$ cat config.mk
export PLATFORM = sky130hd
export DESIGN_NAME = mtc_mac_timer
export DESIGN_NICKNAME = d
export VERILOG_FILES = /design/src/inc/mtc_pkg.sv /design/src/rtl/mtc_mac_timer.sv
export VERILOG_INCLUDE_DIRS = /design/src /design/src/inc
export SDC_FILE = /design/constraint.sdc
export NUM_CORES = 1
export LEC_CHECK = 0
export ABC_AREA = 1
export BUFFER_PORTS_ARGS = -buffer_cell sky130_fd_sc_hd__buf_2
export CORE_MARGIN = 2
export CORE_UTILIZATION = 30
export CTS_CLUSTER_SIZE = 28
export DETAILED_ROUTE_END_ITERATION = 10
export PLACE_DENSITY = 0.46
export SYNTH_ARGS = -nofsm -noshare
export SYNTH_HDL_FRONTEND = slang
export SYNTH_SLANG_ARGS = --single-unit
$ cat constraint.sdc
create_clock -name sys_clk -period 10.8 [get_ports sys_clk]
set_input_delay 2.16 -clock sys_clk [delete_from_list [all_inputs] [get_ports sys_clk]]
set_output_delay 2.16 -clock sys_clk [all_outputs]
set_load 0.005 [all_outputs]
$ cat src/inc/mtc_regs.svh
// MAC timer compare/capture/sync block: register offsets, field positions,
// reset values and timing counts. Definitions only.
// Assumes an 8-bit register port with a 4-bit address.
`ifndef MTC_REGS_SVH
`define MTC_REGS_SVH

// ==========================================================
// Register offsets
`define MTC_ADDR_CFG 4'h0
`define MTC_ADDR_CNT_LO 4'h1
`define MTC_ADDR_CNT_HI 4'h2
`define MTC_ADDR_BYTE_CMP 4'h3
`define MTC_ADDR_OVF_LO 4'h4
`define MTC_ADDR_OVF_MID 4'h5
`define MTC_ADDR_OVF_HI 4'h6
`define MTC_ADDR_CAP_LO 4'h7
`define MTC_ADDR_CAP_HI 4'h8
`define MTC_ADDR_OCC0 4'h9
`define MTC_ADDR_OCC1 4'hA
`define MTC_ADDR_OCC2 4'hB

// ==========================================================
// Field positions
`define MTC_CFG_CMP_FLAG 7
`define MTC_CFG_OVF_FLAG 6
`define MTC_CFG_MATCH_FLAG 5
`define MTC_CFG_BYTE_SEL 3
`define MTC_CFG_SYNC 1
`define MTC_CFG_RUN 0
`define MTC_OCC2_CMP_MASK 7
`define MTC_OCC2_OVF_MASK 6
`define MTC_OCC2_MATCH_MASK 5

// ==========================================================
// Reset values
`define MTC_SYNC_RST 1'b1
`define MTC_PERIOD_RST 16'hFFFF

// ==========================================================
// Timing and resync arithmetic
`define MTC_SYNC_OVERHEAD 7'd75
`define MTC_RATIO_NUM 40'd15625
`define MTC_RATIO_SHIFT 4
`define MTC_ROUND_HALF 40'd8
`define MTC_SLEEP_WRAP 25'h1000000
`define MTC_DIV_STEPS 6'd40

`endif

$ cat src/inc/mtc_pkg.sv
// Types shared by the MAC timer compare/capture/sync block.
// Assumes nothing beyond a SystemVerilog compiler.
`default_nettype none

package mtc_pkg;

  typedef enum logic [2:0] {
    ST_IDLE,
    ST_START_WAIT,
    ST_CALC,
    ST_RUN,
    ST_STOP_WAIT
  } mtc_state_t;

  typedef struct packed {
    logic [3:0] addr;
    logic [7:0] wdata;
    logic wr;
    logic rd;
  } mtc_bus_req_t;

  typedef struct packed {
    logic cmp;
    logic ovf;
    logic ovf_match;
  } mtc_event_t;

endpackage : mtc_pkg

`default_nettype wire

$ cat src/rtl/mtc_mac_timer.sv
// MAC timer core: up-counter with period overflow, byte compare, SFD capture,
// 20-bit overflow count with compare, and sleep-clock synchronised start/stop.
// Assumes sys_clk as only clock, synchronous inputs other than sleep_clk, mtc_pkg compiled first.
//
// Functional notes
// Compare event when next byte >= compare value
// Select bit picks high or low timer byte
// Compare sets flag; irq only if masked in
// Capture on SFD status rising edge
// Capture timer and overflow count together
// Overflow count increments by one per overflow
// Low byte read latches upper count bytes
// Count writable while idle or running
// Lower bytes staged, applied on high write
// Match event when count >= overflow compare
// Match sets flag; irq only if masked in
// Flags set by hardware, cleared by software
// DMA pulses on compare and on overflow
// Sleep clock edge resynchronised to system clock
// Sync stop: halt on edge, store sleep value
// Sync start: wait edge, reload after 75 cycles
// System must use full-rate clock for sync
// Elapsed sleep count wraps by two to 24
// Total = elapsed*976.5625 + timer + 75, rounded
// New timer = total mod period; count adds quotient
// Reloaded timer may be off by one count
// Software bounds the stopped interval length
// Overflow reloads next value minus period
// Select 0 is bits 15:8, 1 is 7:0
// Run readback changes only on actual start/stop
// Events and DMA triggers are one-cycle pulses
//
// Chosen here: the register offsets and strobed register access.
`include "mtc_regs.svh"
`default_nettype none

module mtc_mac_timer (
  input wire logic sys_clk,
  input wire logic nrst,
  input wire mtc_pkg::mtc_bus_req_t bus_req,
  output logic [7:0] rd_data,
  input wire logic sfd_status,
  input wire logic sleep_clk,
  input wire logic [23:0] sleep_count,
  output var mtc_pkg::mtc_event_t irq_req,
  output logic dma_trig_compare,
  output logic dma_trig_overflow,
  output logic timer_running
);
  import mtc_pkg::*;

  // ==========================================================
  // Decoding helpers
  function automatic logic [7:0] pick_byte(input logic [15:0] v, input logic lo_sel);
    return lo_sel ? v[7:0] : v[15:8];
  endfunction : pick_byte

  function automatic logic wr_at(input mtc_bus_req_t r, input logic [3:0] a);
    return r.wr && (r.addr == a);
  endfunction : wr_at

  // ==========================================================
  // State
  mtc_state_t state_q;
  logic [15:0] timer_q;
  logic [15:0] period_q;
  logic [15:0] capture_q;
  logic [19:0] ovf_cnt_q;
  logic [19:0] ovf_cmp_q;
  logic [19:0] ovf_cap_q;
  logic [7:0] cmp_val_q;
  logic [7:0] ovf_stage_lo_q;
  logic [7:0] ovf_stage_mid_q;
  logic [7:0] ovf_rd_mid_q;
  logic [3:0] ovf_rd_hi_q;
  logic sel_lo_q;
  logic sync_en_q;
  mtc_event_t mask_q;
  mtc_event_t flag_q;
  logic cmp_prev_q;
  logic match_prev_q;
  logic sfd_prev_q;
  logic slp_meta_q;
  logic slp_sync_q;
  logic slp_prev_q;
  logic [23:0] stored_sleep_q;
  logic [39:0] div_dvd_q;
  logic [15:0] div_rem_q;
  logic [5:0] div_step_q;
  logic [6:0] sync_cyc_q;

  // ==========================================================
  // Combinational events
  logic counting;
  logic [16:0] next_cnt;
  logic ovf_hit;
  logic cmp_cond;
  logic match_cond;
  logic sfd_rise;
  logic slp_edge;
  logic cfg_wr;
  logic run_val;
  logic calc_done;
  mtc_event_t ev;

  assign counting = (state_q == ST_RUN) || (state_q == ST_STOP_WAIT);
  assign next_cnt = {1'b0, timer_q} + 17'h00001;
  assign ovf_hit = counting && (next_cnt >= {1'b0, period_q});
  assign cmp_cond = counting && (pick_byte(next_cnt[15:0], sel_lo_q) >= cmp_val_q);
  assign match_cond = ovf_cnt_q >= ovf_cmp_q;
  assign sfd_rise = sfd_status && !sfd_prev_q;
  assign slp_edge = slp_sync_q && !slp_prev_q;
  assign cfg_wr = wr_at(bus_req, `MTC_ADDR_CFG);
  assign run_val = bus_req.wdata[`MTC_CFG_RUN];
  assign calc_done = (state_q == ST_CALC) && (sync_cyc_q == `MTC_SYNC_OVERHEAD - 7'd1);

  // Compare and match levels become single-cycle events on their rising edge; overflow passes through as ovf_hit
  assign ev.cmp = cmp_cond && !cmp_prev_q;
  assign ev.ovf = ovf_hit;
  assign ev.ovf_match = match_cond && !match_prev_q;

  // ==========================================================
  // Resync arithmetic
  logic [23:0] sleep_diff;
  logic [24:0] sleep_elapsed;
  logic [39:0] scaled;
  logic [39:0] total_cnt;
  logic [16:0] rem_shift;
  logic rem_ge;

  assign sleep_diff = sleep_count - stored_sleep_q;
  assign sleep_elapsed = (sleep_diff == 24'h000000) ? `MTC_SLEEP_WRAP : {1'b0, sleep_diff};
  assign scaled = 40'(sleep_elapsed) * `MTC_RATIO_NUM;
  // Half-count bias gives round to nearest; residual phase error stays within one count
  assign total_cnt = ((scaled + `MTC_ROUND_HALF) >> `MTC_RATIO_SHIFT) + 40'(timer_q)
                     + 40'(`MTC_SYNC_OVERHEAD);
  assign rem_shift = {div_rem_q, div_dvd_q[39]};
  assign rem_ge = rem_shift >= {1'b0, period_q};

  // ==========================================================
  // Input synchronisers and edge history
  always_ff @(posedge sys_clk) begin
    if (!nrst) begin
      slp_meta_q <= 1'b0;
      slp_sync_q <= 1'b0;
      slp_prev_q <= 1'b0;
      sfd_prev_q <= 1'b0;
      cmp_prev_q <= 1'b0;
      match_prev_q <= 1'b0;
    end else begin
      slp_meta_q <= sleep_clk;
      slp_sync_q <= slp_meta_q;
      slp_prev_q <= slp_sync_q;
      sfd_prev_q <= sfd_status;
      cmp_prev_q <= cmp_cond;
      match_prev_q <= match_cond;
    end
  end

  // ==========================================================
  // Run state machine
  always_ff @(posedge sys_clk) begin
    if (!nrst) begin
      state_q <= ST_IDLE;
    end else begin
      unique case (state_q)
        ST_IDLE: begin
          if (cfg_wr && run_val) begin
            state_q <= bus_req.wdata[`MTC_CFG_SYNC] ? ST_START_WAIT : ST_RUN;
          end
        end
        ST_START_WAIT: begin
          if (cfg_wr && !run_val) begin
            state_q <= ST_IDLE;
          end else if (slp_edge) begin
            state_q <= ST_CALC;
          end
        end
        ST_CALC: begin
          if (calc_done) begin
            state_q <= ST_RUN;
          end
        end
        ST_RUN: begin
          if (cfg_wr && !run_val) begin
            state_q <= bus_req.wdata[`MTC_CFG_SYNC] ? ST_STOP_WAIT : ST_IDLE;
          end
        end
        ST_STOP_WAIT: begin
          if (cfg_wr && run_val) begin
            state_q <= ST_RUN;
          end else if (slp_edge) begin
            state_q <= ST_IDLE;
          end
        end
      endcase
    end
  end

  // Sleep value stored at the synchronous stop
  always_ff @(posedge sys_clk) begin
    if (!nrst) begin
      stored_sleep_q <= 24'h000000;
    end else if ((state_q == ST_STOP_WAIT) && !(cfg_wr && run_val) && slp_edge) begin
      stored_sleep_q <= sleep_count;
    end
  end

  // ==========================================================
  // Reload divider: total / period over 40 steps, well inside 75 cycles
  always_ff @(posedge sys_clk) begin
    if (!nrst) begin
      div_dvd_q <= 40'h0000000000;
      div_rem_q <= 16'h0000;
      div_step_q <= 6'h00;
      sync_cyc_q <= 7'h00;
    end else if ((state_q == ST_START_WAIT) && !(cfg_wr && !run_val) && slp_edge) begin
      div_dvd_q <= total_cnt;
      div_rem_q <= 16'h0000;
      div_step_q <= 6'h00;
      sync_cyc_q <= 7'h01;
    end else if (state_q == ST_CALC) begin
      sync_cyc_q <= sync_cyc_q + 7'h01;
      if (div_step_q < `MTC_DIV_STEPS) begin
        div_dvd_q <= {div_dvd_q[38:0], rem_ge};
        div_rem_q <= rem_ge ? 16'(rem_shift - {1'b0, period_q}) : rem_shift[15:0];
        div_step_q <= div_step_q + 6'h01;
      end
    end
  end

  // ==========================================================
  // Timer counter
  always_ff @(posedge sys_clk) begin
    if (!nrst) begin
      timer_q <= 16'h0000;
    end else if (calc_done) begin
      timer_q <= div_rem_q;
    end else if (counting) begin
      timer_q <= ovf_hit ? 16'(next_cnt - {1'b0, period_q}) : next_cnt[15:0];
    end
  end

  // ==========================================================
  // Overflow count with staged write and latched read
  always_ff @(posedge sys_clk) begin
    if (!nrst) begin
      ovf_cnt_q <= 20'h00000;
    end else if (wr_at(bus_req, `MTC_ADDR_OVF_HI)) begin
      ovf_cnt_q <= {bus_req.wdata[3:0], ovf_stage_mid_q, ovf_stage_lo_q};
    end else if (calc_done) begin
      ovf_cnt_q <= ovf_cnt_q + div_dvd_q[19:0];
    end else if (ovf_hit) begin
      ovf_cnt_q <= ovf_cnt_q + 20'h00001;
    end
  end

  always_ff @(posedge sys_clk) begin
    if (!nrst) begin
      ovf_stage_lo_q <= 8'h00;
      ovf_stage_mid_q <= 8'h00;
      ovf_rd_mid_q <= 8'h00;
      ovf_rd_hi_q <= 4'h0;
    end else begin
      if (wr_at(bus_req, `MTC_ADDR_OVF_LO)) begin
        ovf_stage_lo_q <= bus_req.wdata;
      end
      if (wr_at(bus_req, `MTC_ADDR_OVF_MID)) begin
        ovf_stage_mid_q <= bus_req.wdata;
      end
      if (bus_req.rd && (bus_req.addr == `MTC_ADDR_OVF_LO)) begin
        ovf_rd_mid_q <= ovf_cnt_q[15:8];
        ovf_rd_hi_q <= ovf_cnt_q[19:16];
      end
    end
  end

  // ==========================================================
  // Capture on SFD
  always_ff @(posedge sys_clk) begin
    if (!nrst) begin
      capture_q <= 16'h0000;
      ovf_cap_q <= 20'h00000;
    end else if (sfd_rise) begin
      capture_q <= timer_q;
      ovf_cap_q <= ovf_cnt_q;
    end
  end

  // ==========================================================
  // Software configuration
  always_ff @(posedge sys_clk) begin
    if (!nrst) begin
      sel_lo_q <= 1'b0;
      sync_en_q <= `MTC_SYNC_RST;
      cmp_val_q <= 8'h00;
      period_q <= `MTC_PERIOD_RST;
      ovf_cmp_q <= 20'h00000;
      mask_q <= '0;
    end else begin
      if (cfg_wr) begin
        sel_lo_q <= bus_req.wdata[`MTC_CFG_BYTE_SEL];
        sync_en_q <= bus_req.wdata[`MTC_CFG_SYNC];
      end
      if (wr_at(bus_req, `MTC_ADDR_BYTE_CMP)) begin
        cmp_val_q <= bus_req.wdata;
      end
      if (wr_at(bus_req, `MTC_ADDR_CAP_LO)) begin
        period_q[7:0] <= bus_req.wdata;
      end
      if (wr_at(bus_req, `MTC_ADDR_CAP_HI)) begin
        period_q[15:8] <= bus_req.wdata;
      end
      if (wr_at(bus_req, `MTC_ADDR_OCC0)) begin
        ovf_cmp_q[7:0] <= bus_req.wdata;
      end
      if (wr_at(bus_req, `MTC_ADDR_OCC1)) begin
        ovf_cmp_q[15:8] <= bus_req.wdata;
      end
      if (wr_at(bus_req, `MTC_ADDR_OCC2)) begin
        ovf_cmp_q[19:16] <= bus_req.wdata[3:0];
        mask_q.cmp <= bus_req.wdata[`MTC_OCC2_CMP_MASK];
        mask_q.ovf <= bus_req.wdata[`MTC_OCC2_OVF_MASK];
        mask_q.ovf_match <= bus_req.wdata[`MTC_OCC2_MATCH_MASK];
      end
    end
  end

  // ==========================================================
  // Event flags: write 0 clears, write 1 keeps, a new event wins
  always_ff @(posedge sys_clk) begin
    if (!nrst) begin
      flag_q <= '0;
    end else begin
      flag_q.cmp <= (flag_q.cmp && !(cfg_wr && !bus_req.wdata[`MTC_CFG_CMP_FLAG])) || ev.cmp;
      flag_q.ovf <= (flag_q.ovf && !(cfg_wr && !bus_req.wdata[`MTC_CFG_OVF_FLAG])) || ev.ovf;
      flag_q.ovf_match <= (flag_q.ovf_match && !(cfg_wr && !bus_req.wdata[`MTC_CFG_MATCH_FLAG]))
                          || ev.ovf_match;
    end
  end

  // ==========================================================
  // Outputs
  always_ff @(posedge sys_clk) begin
    if (!nrst) begin
      irq_req <= '0;
      dma_trig_compare <= 1'b0;
      dma_trig_overflow <= 1'b0;
      timer_running <= 1'b0;
    end else begin
      irq_req <= ev & mask_q;
      dma_trig_compare <= ev.cmp;
      dma_trig_overflow <= ev.ovf;
      timer_running <= counting;
    end
  end

  // Read data, valid in the cycle after the strobe only
  always_ff @(posedge sys_clk) begin
    if (!nrst) begin
      rd_data <= 8'h00;
    end else if (!bus_req.rd) begin
      rd_data <= 8'h00;
    end else begin
      case (bus_req.addr)
        `MTC_ADDR_CFG: rd_data <= {flag_q.cmp, flag_q.ovf, flag_q.ovf_match, 1'b0, sel_lo_q, 1'b0,
                                   sync_en_q, counting};
        `MTC_ADDR_CNT_LO: rd_data <= pick_byte(timer_q, 1'b1);
        `MTC_ADDR_CNT_HI: rd_data <= pick_byte(timer_q, 1'b0);
        `MTC_ADDR_BYTE_CMP: rd_data <= cmp_val_q;
        `MTC_ADDR_OVF_LO: rd_data <= ovf_cnt_q[7:0];
        `MTC_ADDR_OVF_MID: rd_data <= ovf_rd_mid_q;
        `MTC_ADDR_OVF_HI: rd_data <= {4'h0, ovf_rd_hi_q};
        `MTC_ADDR_CAP_LO: rd_data <= pick_byte(capture_q, 1'b1);
        `MTC_ADDR_CAP_HI: rd_data <= pick_byte(capture_q, 1'b0);
        `MTC_ADDR_OCC0: rd_data <= ovf_cap_q[7:0];
        `MTC_ADDR_OCC1: rd_data <= ovf_cap_q[15:8];
        `MTC_ADDR_OCC2: rd_data <= {mask_q.cmp, mask_q.ovf, mask_q.ovf_match, 1'b0, ovf_cap_q[19:16]};
        default: rd_data <= 8'h00;
      endcase
    end
  end

endmodule : mtc_mac_timer

`default_nettype wire

==> impl_summary.md, run 1 <==
Outcome
The flow ran to the end, and the final reports show no timing, DRC or antenna violations.

Min path
The startpoint identified for the worst hold timing path is cmp_prev_q. The hold path endpoint is dma_trig_compare. The class of the most critical hold timing path is reg -> reg. The number of cells traversed by the worst hold path is 1.

Drt
After detailed routing, the total wire length is 77.1 mm. In the routed design, unresolved DRC markers number 0. Dividing the detail-routed wire length by the instance count gives between 15 and 20 um. The count of routing violations after the opening detailed-route iteration is 1,155.

Dividing the detail-routed via count by the number of cells gives approximately 4.9. The detail route stage leaves a number of antenna-violating nets equal to 0. The first detailed-routing pass ran for 5 iterations. The overall via count from detail_route is 22,200.

Worst setup path
The most frequent cell on the critical path is nand2_1. The type of origin of the critical path is a primary input. The cell with the largest stage delay on the worst path is fa_1. The start-to-end type of the worst setup path is in -> reg. In this run the register-to-register setup slack is 2.57 ns. At the worst endpoint, the required time is between 10 and 15 ns. STA classifies the critical path endpoint as a flop. The reg-to-reg endpoint is div_dvd_q[32]. The data arrival time of the worst path is just over 10 ns.

The startpoint identified for the worst register-to-register timing path is stored_sleep_q[3]. The critical-path maximum fanout is 6. The delay of the slowest critical-path stage is between 0.5 and 0.6 ns. The depth of the worst register-to-register path is 40.

Finish
Of the cells placed in the final design, the portion with a size suffix greater than 1 is 0.0674. Leaving out fill and tap cells, the most frequent cells in the layout are nand2_1, inv_1, a21oi_1. Leaving out fill and tap cells, the most frequent cell in the layout is nand2_1.

From synthesis to final layout, the design area changed by 10.6%. The layout has between 8,000 and 9,000 filler cells. The net count of the finished layout is 3,906.

The diode insertion count for antenna repair is 0.

Die
The placement row count is ~100. The floorplan step set the die height to 287 um. The die extent in x is approximately 290 um. The number of placed I/O pins is 56. The starting density of the core is 0.303.

In this run the standard cell core region covers 79,000 sq um. The floorplan step defined a die boundary enclosing 82,100 sq um.

STA
Setup repair after global routing left no endpoint under its margin. The headroom to the max-slew limit is 0.355. Of the available clock period, the critical path in the final layout requires 0.896. The transition time of the tightest slew-check pin is about 0.97 ns. The final period demand of the worst path is ~9.7 ns.

The worst clock skew on the final layout is around 0.019 ns. The number of max-slew violations in the final report is 0. The number of hold violations in the final report is 0. Setup violations remaining at the end of the flow were counted as 0.

The minimum hold slack is slightly below 0.4 ns. The highest achievable clock rate is between 0.1 and 0.15 GHz. The accumulated negative setup slack is 0 ns.

Clock network
In this run, post-CTS repair resized a total of 0 instances. The latest clock arrival within the worst-skew pair is about 0.55 ns. The number of hold buffers added after CTS was 0. Counting along the longest clock path gives a buffer depth of 3. The clock root buffer is clkbuf_16. Clock-pin slew was measured on the worst setup and hold paths at 0.06 ns. TritonCTS built the clock tree. Clock tree synthesis inserted a total of 34 buffers. The clock sink total is about 270. The H-tree generated during clock tree synthesis spans 2 levels.

The count of buffers added by post-CTS timing repair for setup is 0.

Placed design
After legalization and detailed placement, the total HPWL measured ~60 mm. In this run the tool buffered the top-level ports with 55 buffer cells. The final weighted congestion in routability-driven placement is 0.876.

Synth
In this run the mean area of a mapped cell was between 6 and 7 sq um. The number of flops mapped to enable cells by yosys is 0. The number of different library cells used by synthesis comes to 59.

The synthesis warning total is 0. The mapped cell area is ~24,000 sq um. After synthesis the netlist holds a flip-flop and latch count of roughly 270. Of the synthesized area, sequential elements account for 0.224. The async set-or-reset flop fraction in the synthesized netlist is 0. In the synthesized netlist, the number of instances is between 3,000 and 4,000. Among all flip-flop cells after synthesis, the most frequent one is dfxtp_1.

Job
The reported max-cap violation count is 0.

Global route
Global routing finished with a remaining overflow of 0. The number of antenna violations at the first check in global routing is 0. The first global-routing pass estimated between 100 and 150 mm of wire. Entering global routing, the biggest net connects 78 pins. The number of global-route vias before repair came to 21,300. In the global route stage, overall resource usage came out at 0.186.
-- cell usage after synthesis, types with 5 or more instances --
master      n  area, sq um
a21boi_0    5         37.5
a21o_1     11         82.6
a21oi_1   351         1760
a221oi_1   17          149
a31oi_1    36          225
buf_2      13         65.1
clkbuf_1   76          285
dfxtp_1   268         5370
fa_1      102         2040
ha_1      269         3370
inv_1     599         2250
inv_2      11         41.3
nand2_1   745         2800
nand2_2    29          181
nand3_1   144          721
nand3_2     7         70.1
nand3b_1    5         37.5
nand4_1    68          425
nor2_1    187          702
nor2_2     24          150
nor2_4      6         67.6
nor3_1     26          130
nor4_1      9         56.3
o211ai_1   24          180
o21ai_0   241         1210
o21ai_1    11         55.1
o21bai_1   12         90.1
o22ai_1    26          163
or2_2       9         56.3
xnor2_1    27          236
xor2_1     62          543
-- sequential cells by signal, summed over array words and instances (netlist names), 3 cells and up --
name and cells:
state_q 3, mask_q 3, capture_q 16, rd_data 8
period_q 16, ovf_stage_lo_q 8, ovf_stage_mid_q 8, flag_q 3
cmp_val_q 8, ovf_cnt_q 20, timer_q 16, ovf_rd_hi_q 4
ovf_cap_q 20, div_rem_q 16, stored_sleep_q 24, div_dvd_q 40
ovf_rd_mid_q 8, ovf_cmp_q 20, irq_req 3, sync_cyc_q 7
div_step_q 6
-- metrics by stage --
stage                util  cells  worst slack, ns  cell area, sq um
floorplan               -   3472             1.45             23900
global placement    0.321   4507            0.613             25300
detailed placement  0.321   4507            0.542             25300
CTS                 0.335   4567             1.07             26500
global route        0.335   4567            0.407             26500
finish              0.335   4567             1.12             26500
-- metal layers --
metal / up-vias / wire, um / track usage
met3: 93 / 3260 / 0.0227
met4: 0 / 1640 / 0.0441
met5: - / 0 / 0
met1: 10300 / 36100 / 0.252
li1: 11400 / - / -
met2: 426 / 36200 / 0.313
-- how the worst max path moves through the flow --
| stage | start | slack [ns] | cells past startpoint | endpoint |
|---|---|---|---|---|
| floorplan | sleep_count[0] | 1.45 | 36 | div_dvd_q[29] |
| global placement | sleep_count[0] | 0.61 | 42 | div_dvd_q[32] |
| detailed placement | sleep_count[0] | 0.54 | 42 | div_dvd_q[32] |
| CTS | sleep_count[0] | 1.07 | 42 | div_dvd_q[32] |
| global route | sleep_count[0] | 0.41 | 42 | div_dvd_q[28] |
| finish | sleep_count[0] | 1.12 | 42 | div_dvd_q[32] |
-- final cells by class --
class	count	area [sq um]	area share
Clock buffer	48	985	0.0372
Inverter	613	2300	0.0870
Timing Repair Buffer	79	458	0.0173
Clock inverter	12	144	0.00544
Sequential cell	268	5370	0.203
Tap cell	1050	1310	0.0496
Multi-Input combinational cell	2497	15900	0.601
-- worst max-delay path, delay by kind of cell --
family                     cells  cell delay, ns
AOI/OAI and AO/OA              1            0.13
xor gates and xnor gates       2            0.60
buffers and inverters          6            0.50
and+or+nand+nor               22            2.51
adders and majority gates     11            4.24
-- logic make-up after synthesis --
group,synth area share
simple gates,0.231
compound gates,0.174
buf+inv,0.112
fa+ha+maj,0.226
flops,0.224
xor+xnor,0.0332
other cells,0.000157
Power of run 1 is left out: the tool's default activity adds up to more than one toggle a clock period on the data nets, which glitch-free logic cannot reach.
==> run 2, diff against run 1 <==
--- a/config.mk
+++ b/config.mk
@@ -7,11 +7,11 @@
 export NUM_CORES = 1
 export LEC_CHECK = 0
 export ABC_AREA = 1
-export BUFFER_PORTS_ARGS = -buffer_cell sky130_fd_sc_hd__buf_2
 export CORE_MARGIN = 2
 export CORE_UTILIZATION = 30
 export CTS_CLUSTER_SIZE = 28
 export DETAILED_ROUTE_END_ITERATION = 10
+export DONT_BUFFER_PORTS = 1
 export PLACE_DENSITY = 0.46
 export SYNTH_ARGS = -nofsm -noshare
 export SYNTH_HDL_FRONTEND = slang
==> run 2 against run 1 <==
- flip-flop and latch count is the same
- design area down 1.2%
- global-route usage shrank 0.15 points
- via count is 1.9% lower
- register-to-register slack worse by 0.06 ns
- core utilization is 0.41 points lower
- first-iteration DRC count increased by 11%
- hold slack improved by 0.0019 ns
- die area is the same
- critical endpoint is now div_dvd_q[29]
==> impl_summary.md, run 2 (synthesized netlist as in run 1, its figures left out) <==
Global route
The total grt overflow is 0 (unchanged). The wire length of the first global-routing pass was 120 mm (-1.0%). The number of global-route vias before repair was 21,100 (-1.4%). The number of antenna violations at the first check in global routing is 0 (unchanged). The largest net degree at the start of global routing is 131 (+68%).

The total routing resource utilization after global routing is 0.184 (-0.00149).

Placed design
The detailed-placement wirelength estimate is 60.8 mm (-0.96%). The final weighted congestion in routability-driven placement is 0.897 (+2.3%). The number of port buffers is 0 (-100%).

Worst setup path
The type of origin of the critical path is a primary input. The data arrival time of the worst path was 9.99 ns (-0.16 ns). The worst-case register-to-register setup slack came to 2.51 ns (-0.06 ns). Among all stages on the critical path, the largest delay is contributed by fa_1. The start-to-end type of the worst setup path is in -> reg. The required time of the critical path is 11.20 ns (-0.08 ns). STA classifies the critical path endpoint as a flop. The critical-path maximum fanout came to 6 (unchanged). The delay of the slowest critical-path stage was 0.57 ns (-0.02 ns).

Clock network
The number of gates given a new drive strength after cts is 0 (unchanged). The number of clock buffers inserted by TritonCTS is 34 (unchanged). The clock root buffer is clkbuf_16. The TritonCTS clock tree is done.

The latest clock arrival within the worst-skew pair is 0.56 ns (about the same). The count of buffers added by post-CTS timing repair for setup came to 0 (unchanged). The number of buffers on the longest clock path was 3 (unchanged).

The clock transition at the registers of the reported paths came to 0.06 ns (about the same). The clock sink total was 268 (unchanged). The deepest level of the CTS H-tree is 2 (unchanged).

The number of buffers added to fix hold violations after cts is 0 (unchanged).

Outcome
The run finished with clean final reports.

STA
The final period demand of the worst path was 9.59 ns (-0.0851 ns). The worst clock skew on the final layout was 0.0300 ns (+0.0112 ns). Setup repair after global routing left no endpoint under its margin.

The headroom to the max-slew limit is 0.273 (-0.0824). The setup violation total in the final timing report came to 0 (unchanged). The highest achievable clock rate is 0.104 GHz (+0.89%).

The number of hold violations in the final report is 0 (unchanged). The transition time of the tightest slew-check pin is 1.09 ns (+0.120 ns). The number of max-slew violations in the final report is 0 (unchanged).

The accumulated negative setup slack came to 0 ns (unchanged). The fraction of the cycle the final worst path needs is 0.888 (-0.00788).

Finish
The commonest non-fill, non-tap cell in the layout is nand2_1. The count of nets after finishing is 3,845 (-1.6%). The diode insertion count for antenna repair came to 0 (unchanged).

The share of post-route cells with drive strength above 1 is 0.0515 (-0.0159). The number of fillers in the final layout is 8,653 (-0.069%). The register with the most flip-flops in the final layout is div_dvd_q. The area growth from synthesis to layout is 9.22%. The number of flip-flops in the largest register is 40 (unchanged). In the final layout, the registers with the most flip-flops are div_dvd_q: 40 flops, stored_sleep_q: 24 flops. The top cell types in the final layout, fill and taps aside, are nand2_1, inv_1, a21oi_1.

Die
The floorplan core area is 79,000 sq um (unchanged). The placement row count is 103 (unchanged). The area of the die was 82,100 sq um (unchanged). The starting density of the core is 0.303 (unchanged). The vertical die dimension is 287 um (unchanged). The number of placed I/O pins is 56 (unchanged). The die extent in x is 287 um (unchanged).

Drt
The number of routed nets with antenna violations is 0 (unchanged). The count of unresolved DRC violations after routing came to 0 (unchanged). The routed length per instance is 17.0 um (+0.78%).

The number of iterations in the first detailed-routing pass is 5 (unchanged). The post-detailed-route via-to-cell ratio is 4.84 (-0.48%). The overall via count from detail_route was 21,800 (-1.9%).

The post-detailed-routing wire length is 76.7 mm (-0.61%). The count of routing violations after the opening detailed-route iteration is 1,283 (+11%).

Job
The reported max-cap violation count is 0 (unchanged).

Min path
The path class of the tightest hold or removal check is reg -> reg.
[run 2: layer usage]
metal  up-vias  share of wire  global-route usage
li1      11300              -                   -
met1     10100           0.48               0.250
met2       365           0.46               0.311
met3        77          0.039              0.0229
met4         0          0.021              0.0421
met5         -              0                   0
[run 2: final timing paths]
check | cells past startpoint | to | start
max | 36 | div_dvd_q[29] | sleep_count[0]
min | 2 | slp_sync_q | slp_meta_q
max reg2reg | 37 | div_dvd_q[29] | stored_sleep_q[2]
min reg2reg | 2 | slp_sync_q | slp_meta_q
[run 2: area by class of cell]
cell class	count	area [sq um]	area share
sequential	268	5370	0.205
tap	1050	1310	0.0502
clock buffer	46	997	0.0381
clock inverter	12	131	0.00502
timing repair buffer	18	135	0.00517
multi-input combinational	2497	15900	0.608
inverter	613	2300	0.0880
[run 2: critical path, delay by kind of cell]
family | cells | cell delay (ns)
AOI/OAI and AO/OA | 7 | 1.15
buffers and inverters | 6 | 0.35
xor gates and xnor gates | 3 | 0.92
and+or+nand+nor | 9 | 1.19
adders and majority gates | 11 | 4.19
[run 2: stage by stage]
stage | util | cells | hold slack [ns] | area (sq um) | setup slack (ns)
after CTS | 0.331 | 4504 | 0.407 | 26200 | 1.19
after global placement | 0.317 | 4446 | 0.396 | 25000 | 0.730
after floorplan | - | 3472 | 0.379 | 23900 | 1.45
final | 0.331 | 4504 | 0.394 | 26200 | 1.21
after detailed placement | 0.317 | 4446 | 0.394 | 25000 | 0.623
after global routing | 0.331 | 4504 | 0.430 | 26200 | 0.570
Power of run 2 is left out for the same reason.
